==> src/afpd_cfg.svh <==
// timing and format constants for the converter output control block
`ifndef AFPD_CFG_SVH
`define AFPD_CFG_SVH
`define AFPD_DATA_W        12
`define AFPD_FIFO_DEPTH    32
`define AFPD_PIPE_LAT      4'h7
`define AFPD_FMT_SETTLE    8'h04
`define AFPD_EXIT_NS       5000
`define AFPD_CLK_NS        40
`define AFPD_EXIT_CYC      ((`AFPD_EXIT_NS + `AFPD_CLK_NS - 1) / `AFPD_CLK_NS)
`define AFPD_SIGN_BIT      11
`endif

==> src/afpd_pkg.sv <==
// types for the converter output control block
package afpd_pkg;
    typedef logic [11:0] afpd_word_t;
    typedef enum logic [2:0] {
        AFPD_SLEEP  = 3'b001,
        AFPD_WAKE   = 3'b010,
        AFPD_RUN    = 3'b100
    } afpd_state_e;
endpackage

==> src/afpd_fifo.sv <==
// parameterised valid/ready fifo for the sample stream
`timescale 1ns/10ps
module afpd_fifo #(
    parameter int WIDTH = 12,
    parameter int DEPTH = 32
) (
    input  wire logic             clk,
    input  wire logic             nrst,
    input  wire logic             in_valid,
    output logic                  in_ready,
    input  wire logic [WIDTH-1:0] in_data,
    output logic                  out_valid,
    input  wire logic             out_ready,
    output logic      [WIDTH-1:0] out_data,
    input  wire logic             flush
);
    localparam int AW = $clog2(DEPTH);
    logic [WIDTH-1:0] mem [DEPTH];
    logic [AW-1:0]    wr_ptr_r;
    logic [AW-1:0]    rd_ptr_r;
    logic [AW:0]      count_r;
    logic             push;
    logic             pop;

    assign in_ready  = (count_r != (AW+1)'(DEPTH)) && !flush;
    assign out_valid = (count_r != '0);
    assign push      = in_valid && in_ready;
    assign pop       = out_valid && out_ready && !flush;
    assign out_data  = mem[rd_ptr_r];

    always_ff @(posedge clk)
    begin
        if (push)
            mem[wr_ptr_r] <= in_data;
    end

    always_ff @(posedge clk or negedge nrst)
    begin
        if (!nrst)
        begin
            wr_ptr_r <= '0;
            rd_ptr_r <= '0;
            count_r  <= '0;
        end
        else if (flush)
        begin
            wr_ptr_r <= '0;
            rd_ptr_r <= '0;
            count_r  <= '0;
        end
        else
        begin
            if (push)
                wr_ptr_r <= wr_ptr_r + 1'b1;
            if (pop)
                rd_ptr_r <= rd_ptr_r + 1'b1;
            count_r <= count_r + (AW+1)'(push) - (AW+1)'(pop);
        end
    end
endmodule // afpd_fifo

==> src/afpd_core.sv <==
// converter digital side: format select, sleep handling, pipeline, output fifo
//
// Behaviour
// two's complement output when format_select high, offset binary when low
// format change makes a few following samples uncertain; marked invalid
// sleep_request high holds power-down with no conversions
// power-down held without relying on clock edges; only data_oe_n and run follow the pin unclocked, the state needs an edge
// in power-down output word undefined and pipeline contents lost
// after sleep exit conversions inaccurate until reference recharged
// each result is a parallel twelve-bit word
// data driven on outputs only while sleep_request low
// capture logic registers output on rising conversion clock edge
// clock sets sampling and advances sequencer, one word per cycle
// samples delayed a fixed parameterised number of cycles through pipeline
// samples marked invalid for parameterised cycles after exit or format change
`timescale 1ns/10ps
`include "afpd_cfg.svh"
module afpd_core
    import afpd_pkg::*;
#(
    parameter int EXIT_CYC = `AFPD_EXIT_CYC
) (
    input  wire logic                    clk,
    input  wire logic                    nrst,
    input  wire logic                    sleep_request,
    input  wire logic                    format_select,
    input  wire logic [`AFPD_DATA_W-1:0] sample_in,
    output logic      [`AFPD_DATA_W-1:0] data_out,
    output logic                         data_oe_n,
    output logic                         data_valid,
    input  wire logic                    data_ready,
    output logic                         powered_down,
    output logic                         overflow
);
    localparam int LAT = `AFPD_PIPE_LAT;

    logic        sleep_s1_r;
    logic        sleep_s2_r;
    logic        fmt_s1_r;
    logic        fmt_s2_r;
    logic        fmt_d_r;
    logic        sleep_async;
    afpd_state_e state_r;
    afpd_state_e state_nxt;
    logic [15:0] wait_r;
    logic [7:0]  fmt_hold_r;
    afpd_word_t  pipe_r [LAT];
    logic        pvld_r [LAT];
    afpd_word_t  conv_word;
    logic        run;
    logic        fifo_in_ready;
    logic        fifo_out_valid;
    afpd_word_t  fifo_out_data;
    logic        flush;

    // async level drives data_oe_n even with a stopped clock; the state enters sleep on the next edge
    assign sleep_async = sleep_request;

    // sleep syncs reset high so power-down holds over reset release
    always_ff @(posedge clk or negedge nrst)
    begin
        if (!nrst)
        begin
            sleep_s1_r <= 1'b1;
            sleep_s2_r <= 1'b1;
            fmt_s1_r   <= 1'b0;
            fmt_s2_r   <= 1'b0;
            fmt_d_r    <= 1'b0;
        end
        else
        begin
            sleep_s1_r <= sleep_request;
            sleep_s2_r <= sleep_s1_r;
            fmt_s1_r   <= format_select;
            fmt_s2_r   <= fmt_s1_r;
            fmt_d_r    <= fmt_s2_r;
        end
    end

    always_comb
    begin
        state_nxt = state_r;
        case (state_r)
            AFPD_SLEEP:
                if (!sleep_s2_r)
                    state_nxt = AFPD_WAKE;
            AFPD_WAKE:
                if (sleep_s2_r)
                    state_nxt = AFPD_SLEEP;
                else if (wait_r == 16'h0001)
                    state_nxt = AFPD_RUN;
            AFPD_RUN:
                if (sleep_s2_r)
                    state_nxt = AFPD_SLEEP;
            default:
                state_nxt = AFPD_SLEEP;
        endcase
    end

    // raw pin forces sleep; with a stopped clock data_oe_n still follows it
    always_ff @(posedge clk or negedge nrst)
    begin
        if (!nrst)
            state_r <= AFPD_SLEEP;
        else if (sleep_async)
            state_r <= AFPD_SLEEP;
        else
            state_r <= state_nxt;
    end

    // exit wait stands in for reference recharge; its length is a parameter
    always_ff @(posedge clk or negedge nrst)
    begin
        if (!nrst)
            wait_r <= 16'h0000;
        else if (state_r != AFPD_WAKE)
            wait_r <= 16'(EXIT_CYC);
        else if (wait_r != 16'h0000)
            wait_r <= wait_r - 16'h0001;
    end

    // a format flip keeps output invalid for a settle window
    always_ff @(posedge clk or negedge nrst)
    begin
        if (!nrst)
            fmt_hold_r <= 8'h00;
        else if (fmt_s2_r != fmt_d_r)
            fmt_hold_r <= `AFPD_FMT_SETTLE;
        else if (fmt_hold_r != 8'h00)
            fmt_hold_r <= fmt_hold_r - 8'h01;
    end

    assign run   = (state_r == AFPD_RUN) && !sleep_async;
    assign flush = (state_r == AFPD_SLEEP);

    // raw sample treated as offset binary; msb flip gives two's complement
    assign conv_word = fmt_s2_r ? {~sample_in[`AFPD_SIGN_BIT], sample_in[`AFPD_SIGN_BIT-1:0]}
                                : sample_in;

    // whole pipeline stalls with the fifo, so no middle stage is overwritten
    genvar g;
    generate
        for (g = 0; g < LAT; g++)
        begin : g_pipe
            if (g == 0)
            begin : g_head
                always_ff @(posedge clk or negedge nrst)
                begin
                    if (!nrst)
                    begin
                        pipe_r[g] <= '0;
                        pvld_r[g] <= 1'b0;
                    end
                    else if (flush)
                        pvld_r[g] <= 1'b0;
                    else if (fifo_in_ready)
                    begin
                        pipe_r[g] <= conv_word;
                        pvld_r[g] <= run && (fmt_hold_r == 8'h00);
                    end
                end
            end
            else
            begin : g_tail
                always_ff @(posedge clk or negedge nrst)
                begin
                    if (!nrst)
                    begin
                        pipe_r[g] <= '0;
                        pvld_r[g] <= 1'b0;
                    end
                    else if (flush)
                        pvld_r[g] <= 1'b0;
                    else if (fifo_in_ready)
                    begin
                        pipe_r[g] <= pipe_r[g-1];
                        pvld_r[g] <= pvld_r[g-1];
                    end
                end
            end
        end
    endgenerate

    // pipeline stalls on a full fifo, so new samples are dropped at its head and overflow flags it
    always_ff @(posedge clk or negedge nrst)
    begin
        if (!nrst)
            overflow <= 1'b0;
        else if (flush)
            overflow <= 1'b0;
        else if (pvld_r[LAT-1] && !fifo_in_ready)
            overflow <= 1'b1;
    end

    afpd_fifo #(
        .WIDTH (`AFPD_DATA_W),
        .DEPTH (`AFPD_FIFO_DEPTH)
    ) u_fifo (
        .clk       (clk),
        .nrst      (nrst),
        .in_valid  (pvld_r[LAT-1]),
        .in_ready  (fifo_in_ready),
        .in_data   (pipe_r[LAT-1]),
        .out_valid (fifo_out_valid),
        .out_ready (data_ready),
        .out_data  (fifo_out_data),
        .flush     (flush)
    );

    // registered copy of the fifo head, so it trails each pop by one edge
    always_ff @(posedge clk or negedge nrst)
    begin
        if (!nrst)
            data_out <= '0;
        else if (!flush)
            data_out <= fifo_out_data;
    end

    assign data_valid   = fifo_out_valid && !flush;
    assign data_oe_n    = sleep_async || flush;
    assign powered_down = flush;
endmodule // afpd_core

==> config.mk <==
export PLATFORM = sky130hd
export DESIGN_NAME = afpd_core
export DESIGN_NICKNAME = d
export VERILOG_FILES = /design/src/afpd_pkg.sv /design/src/afpd_fifo.sv /design/src/afpd_core.sv
export VERILOG_INCLUDE_DIRS = /design/src
export SDC_FILE = /design/constraint.sdc
export NUM_CORES = 1
export LEC_CHECK = 0
export ABC_AREA = 1
export BUFFER_PORTS_ARGS = -buffer_cell sky130_fd_sc_hd__buf_2
export CORE_MARGIN = 2
export CORE_UTILIZATION = 39
export CTS_BUF_LIST = sky130_fd_sc_hd__clkbuf_2
export CTS_CLUSTER_SIZE = 12
export DETAILED_ROUTE_END_ITERATION = 8
export GPL_TIMING_DRIVEN = 0
export PLACE_DENSITY = 0.54
export SLEW_MARGIN = 20
export SYNTH_ARGS = -nofsm -noshare
export SYNTH_HDL_FRONTEND = slang
export SYNTH_SLANG_ARGS = --single-unit
==> constraint.sdc <==
create_clock -name clk -period 7.7 [get_ports clk]
set_input_delay 1.54 -clock clk [delete_from_list [all_inputs] [get_ports clk]]
set_output_delay 1.54 -clock clk [all_outputs]
set_load 0.05 [all_outputs]
# == Word level (Yosys, flattened, before mapping) ==
# Memories as Yosys holds them, arrays and structs flattened. A register that Yosys moved wholly into a read port is not among the register bits.
# Index checks and enable logic that the tools add are counted.
# totals
register_bits,140
mem_bits_rw,384
input_bits,17
out_inout_bits,16
word_cells,105
memories,1
# memory_table
memory,words,word_bits,rd,rd_clocked_by_memory_dff,wr,line_no,source
u_fifo.mem,32,12,1,1,1,afpd_fifo.sv:18,logic [WIDTH-1:0] mem [DEPTH];
# op_classes
addsub,6
n_eq_ne,10
mux,34
bitwise_logic,2
n_reduce_logical,26
# op_table
operator,count
16-bit two-way mux,2
5-bit two-way mux,4
1-bit two-way mux,18
"16-bit by 1-bit equality test with 1-bit output, second input constant",1
8-bit two-way mux,2
16-bit nonzero test,1
"16-bit by 1-bit subtractor with 16-bit output, second input constant",1
3-bit two-way mux,5
12-bit two-way mux,1
2-bit nonzero test,6
"5-bit by 1-bit adder with 5-bit output, second input constant",2
3-bit one-hot mux with 3 select lines,1
1-bit logical AND,8
8-bit zero test,1
8-bit nonzero test,1
"8-bit by 1-bit subtractor with 8-bit output, second input constant",1
6-bit by 1-bit adder with 6-bit output,1
6-bit two-way mux,1
"3-bit inequality test, second input constant",2
"6-bit inequality test, second input constant",1
6-bit nonzero test,1
6-bit by 1-bit subtractor with 6-bit output,1
1-bit zero test,5
"4-bit inequality test, second input constant",1
9 further kinds,10

# == Depth between registers and ports, before layout ==
# logic_depth
word_depth,7
depth_mapped,15
mapped_depth_nobuf,15

# == Hierarchy ==
# From an unflattened synthesis, not the netlist that was laid out.
# unflattened
cells_unflattened,2429
area_unflattened_um2,23495.0
# by_module_without_submodules
module,n_inst,cells_each,area_each_um2,seq_area_each_um2
afpd_fifo,1,1789,17719.5,11931.4
afpd_core,1,640,5775.5,3407.0

# == Worst setup path after synthesis ==
# No wires, ideal clock.
# synth_path
path_type,input -> output
startpoint,input sleep_request
endpoint,output data_oe_n
t_arrival_ps,1931
required_time_ps,6160
path_slack_ps,4229
cell_stages,2
path_buffers,0
path_cell_list,inv_1 nand2_1
# synth_via
elab_chain_cells,1
# synth_lines
element,line_no,source
"start, declared",afpd_core.sv:25,"input wire logic sleep_request,"
1-bit logical OR,afpd_core.sv:220,assign data_oe_n = sleep_async || flush;
"end, declared",afpd_core.sv:29,"output logic data_oe_n,"
# No other way between the ends.

# == Worst setup path after layout ==
# layout_path
startpoint,register state_r[2]
endpoint,output data_valid
# layout_via
elab_chain_cells,3
# layout_lines
element,line_no,source
"start, declared",afpd_core.sv:43,afpd_state_e state_r;
"start signal, assigned",afpd_core.sv:108,state_r <= state_nxt;
3-bit by 1-bit equality test with 1-bit output,afpd_core.sv:134,assign flush = (state_r == AFPD_SLEEP);
1-bit zero test,afpd_core.sv:219,assign data_valid = fifo_out_valid && !flush;
1-bit logical AND,afpd_core.sv:219,
"end, declared",afpd_core.sv:30,"output logic data_valid,"
# No other way between the ends.

==> results.py <==
metrics = {
    "setup_path": {
        "cp.required_ns": 6.16,
        "crit_path_category": "reg -> out",
        "ff2ff_path_depth": 8,
        "critPathMaxFanout": 10,
        "cp-end-kind": "primary output",
        "r2r-end": "u_fifo.mem[22][7]",
        "critPathLaunch": "state_r[2]",
        "crit_arrival_ns": 3.14,
        "cp-endpoint": "data_valid",
        "ff2ff_setup_slack_ns": 4.56,
        "worstReg2RegStart": "u_fifo.count_r[2]",
        "timing.critical_path.from_type": "register",
    },
    "min_path": {
        "worst_hold_path_type": "in -> async",
    },
    "global_route": {
        "grt.busiest_layer": "met2",
        "grt_start_max_net_pins": 80,
        "number_of_global_route_vias_before_repair": 16130,
        "globalRoute.totalOverflow": 0,
        "groute.layer.met1.usage_pct": 25.96,
        "grt_pass1_wl_mm": 91.27,
        "total_global_routing_track_utilization_pct": 20.38,
        "number_of_antenna_violations_at_the_first_check_in_global_routing": 2,
        "grt.met2_usage_pct": 32.51,
        "grt_util_met3_pct": 4.570,
    },
    "floorplanning": {
        "floorplan.initialDensity_pct": 39.39,
        "die_w_um": 245.2,
        "std_cell_rows": 88,
        "die_span_y_um": 245.2,
        "boundaryPins": 33,
        "floorplan.die_area_um2": 60110,
        "fp.coreArea_um2": 57590,
    },
    "place": {
        "place_ws_ns": 3.874,
        "place_hpwl_mm": 39.83,
        "placed_cell_area_um2": 24100,
        "routabilityCongestion": 0.8751,
        "port_buffers": 32,
    },
    "logic_synthesis": {
        "post_synth_num_cell_types": 44,
        "synth_register_bits": 536,
        "async_flop_share_pct": 28.36,
        "synth_warnings": 0,
        "syn-mean-instance-area_um2": 10.24,
        "ys.flop_type": "sky130_fd_sc_hd__edfxtp_1",
        "synthesized_net_count": 2251,
        "synth_enable_flop_cells": 384,
        "ys_seq_area_share_pct": 67.62,
        "mappedNetlistArea_um2": 22680,
        "syn_inst": 2216,
    },
    "sta": {
        "setup-violations-final": 0,
        "layout_worst_path_cycle_share_pct": 60.81,
        "tightestPinTransition_ns": 1.075,
        "finClkSkew_ns": 0.07994,
        "fmaxAchievable_mhz": 213.6,
        "slew_violations": 0,
        "fin_tns_setup_ns": 0,
        "rsz_0062_raised_after_global_routing": "no",
        "final_period_minus_worst_setup_slack_ns": 4.682,
        "hold_viol": 0,
        "final.hold.worst_slack_ns": 0.2352,
        "slew_headroom_pct": 28.07,
        "setup_slack_ns": 3.018,
    },
    "drt": {
        "first_pass_iters": 5,
        "routed_via_density": 4.853,
        "routedWlPerCell_um": 17.99,
        "detail_route.iter0.violations": 1159,
        "antenna_left": 0,
        "drt_drc_violations_left": 0,
        "drt-total-wl_mm": 59.02,
        "vias": 15920,
    },
    "clock_tree": {
        "worst_skew_pair_latency_ns": 1.33,
        "cts_sinks": 536,
        "cts_buffer_depth": 3,
        "cts-resized-gates": 0,
        "cts_tree": "yes",
        "worst_path_clk_slew_ns": 0.10,
        "cts_buffers": 143,
        "cts.repair_timing.setup_buffer_count": 0,
        "cts-hold-fix-buffers": 0,
        "cts.root.buffer_cell": "sky130_fd_sc_hd__clkbuf_2",
        "cts-htree-levels": 4,
    },
    "status": {
        "run_status": "complete, no violations",
    },
    "run": {
        "drv_cap": 0,
    },
    "pwr": {
        "cellPowerDensity_nw_per_um2": 327.1,
        "vdd.ir_drop.worst_mv": 0.2196,
        "total_power_w": 0.008318,
        "cellLeakagePower_nw": 10.95,
    },
    "cells_and_area": {
        "synthToLayoutAreaGrowth_pct": 12.09,
        "finalInstanceArea_um2": 25430,
        "finalNetCount": 2440,
        "drive_above_1_share_pct": 15.54,
    },
}
## worst min path at each step
stage                 to  slack (ns)  cells after the start
2_1_floorplan   fmt_s2_r        0.33                      0
3_3_place_gp    fmt_s2_r        0.33                      0
3_5_place_dp    fmt_s2_r        0.34                      0
4_1_cts        pvld_r[1]        0.07                      1
5_1_grt        pvld_r[2]        0.18                      1
6_report       pvld_r[1]        0.24                      1
## synth_stat cells, types with 2 or more instances
master / n / area share (%)
sky130_fd_sc_hd__buf_6: 10 / 0.50
sky130_fd_sc_hd__nand4_1: 9 / 0.25
sky130_fd_sc_hd__xnor2_1: 4 / 0.15
sky130_fd_sc_hd__buf_1: 4 / 0.066
sky130_fd_sc_hd__nor4_1: 2 / 0.055
sky130_fd_sc_hd__o21ai_1: 9 / 0.20
sky130_fd_sc_hd__o21ai_0: 104 / 2.3
sky130_fd_sc_hd__inv_2: 5 / 0.083
sky130_fd_sc_hd__a21oi_1: 37 / 0.82
sky130_fd_sc_hd__clkinv_1: 2 / 0.033
sky130_fd_sc_hd__edfxtp_1: 384 / 51
sky130_fd_sc_hd__dfrtp_1: 149 / 16
sky130_fd_sc_hd__nor2_1: 146 / 2.4
sky130_fd_sc_hd__nor3_1: 16 / 0.35
sky130_fd_sc_hd__o22ai_1: 5 / 0.14
sky130_fd_sc_hd__buf_4: 12 / 0.40
sky130_fd_sc_hd__nand2_1: 699 / 12
sky130_fd_sc_hd__clkbuf_1: 29 / 0.48
sky130_fd_sc_hd__a31oi_1: 2 / 0.055
sky130_fd_sc_hd__a211oi_1: 3 / 0.099
sky130_fd_sc_hd__dfstp_2: 3 / 0.35
sky130_fd_sc_hd__nand3_1: 246 / 5.4
sky130_fd_sc_hd__xor2_1: 5 / 0.19
sky130_fd_sc_hd__inv_1: 250 / 4.1
sky130_fd_sc_hd__buf_2: 46 / 1.0
sky130_fd_sc_hd__ha_1: 17 / 0.94
## layout by cell type, fill, tap and decap left out, types with 3 or more instances in the layout
master,count
sky130_fd_sc_hd__dfrtp_1,137
sky130_fd_sc_hd__diode_2,6
sky130_fd_sc_hd__o21ai_0,104
sky130_fd_sc_hd__nor2_2,16
sky130_fd_sc_hd__buf_16,7
sky130_fd_sc_hd__dfrtp_2,12
sky130_fd_sc_hd__nor3_2,4
sky130_fd_sc_hd__edfxtp_1,384
sky130_fd_sc_hd__o21ai_1,9
sky130_fd_sc_hd__a21oi_1,37
sky130_fd_sc_hd__o22ai_1,5
sky130_fd_sc_hd__a211oi_1,3
sky130_fd_sc_hd__buf_1,4
sky130_fd_sc_hd__buf_6,10
sky130_fd_sc_hd__nor3_1,13
sky130_fd_sc_hd__nand3_1,246
sky130_fd_sc_hd__clkbuf_1,29
sky130_fd_sc_hd__nor2_1,131
sky130_fd_sc_hd__xor2_1,5
sky130_fd_sc_hd__nand4_1,9
sky130_fd_sc_hd__dfstp_2,3
sky130_fd_sc_hd__buf_2,77
sky130_fd_sc_hd__clkbuf_2,221
sky130_fd_sc_hd__nand2_1,699
sky130_fd_sc_hd__xnor2_1,4
sky130_fd_sc_hd__clkinv_1,18
sky130_fd_sc_hd__buf_4,15
sky130_fd_sc_hd__inv_1,250
sky130_fd_sc_hd__inv_2,11
sky130_fd_sc_hd__ha_1,17
## flip-flops by register name, indices dropped and copies added, names as in the netlist
name / cells
data_out: 12
wait_r: 16
state_r: 3
fmt_d_r: 1
u_fifo.count_r: 6
pvld_r: 7
u_fifo.mem: 384
fmt_hold_r: 8
overflow: 1
u_fifo.rd_ptr_r: 5
pipe_r: 84
sleep_s1_r: 1
fmt_s2_r: 1
u_fifo.wr_ptr_r: 5
sleep_s2_r: 1
fmt_s1_r: 1
## power breakdown
| part | total [W] | switching, W | internal [W] |
|---|---|---|---|
| sequential | 0.00382 | 0.000279 | 0.00354 |
| clock | 0.00200 | 0.00118 | 0.000821 |
| combinational | 0.00250 | 0.00177 | 0.000728 |
| total | 0.00832 | 0.00323 | 0.00509 |
## layer usage
layer	vias up	routed length, um	part of all wire, %
met3	133	3870	6.6
met1	7575	25630	43
li1	7731	-	-
met2	480	27340	46
met4	0	2170	3.7
met5	-	0	0
## metrics by stage
step,std cells,util [%]
after floorplan,2216,-
after global placement,3013,41.33
after detailed placement,3025,41.85
after CTS,3274,44.07
after global routing,3278,44.15
final,3280,44.16
## logic make-up (layout without fill, tap and decap cells)
group                    after synthesis  count (layout)  synth area share (%)
XOR/XNOR                               9               9                0.3475
flip-flops                           536             536                 67.62
buffers and inverters                359             652                 6.735
adder cells (fa/ha/maj)               18              18                 1.026
AND/OR/NAND/NOR                     1128            1128                 20.47
AO/OA/AOI/OAI                        166             166                 3.806
other                                  0               6                     0
## final cells by class
| type | count | area (um2) |
|---|---|---|
| antenna | 6 | 15.01 |
| buffer | 101 | 556.8 |
| clock buffer | 221 | 1106 |
| clock inverter | 28 | 171.4 |
| fill | 5604 | 32160 |
| inverter | 258 | 970.9 |
| multi-input combinational | 1321 | 5871 |
| sequential | 536 | 15350 |
| tap | 765 | 957.2 |
| timing repair buffer | 44 | 425.4 |
## worst max-delay path, stage by stage (launching register included)
cell                       delay, ns
sky130_fd_sc_hd__dfrtp_1        0.37
sky130_fd_sc_hd__inv_1          0.07
sky130_fd_sc_hd__nand3_2        0.13
sky130_fd_sc_hd__clkbuf_1       0.52
sky130_fd_sc_hd__buf_2          0.40
sky130_fd_sc_hd__nand2_1        0.09
sky130_fd_sc_hd__inv_1          0.05
sky130_fd_sc_hd__buf_2          0.25
(Power assumes the default switching activity.)
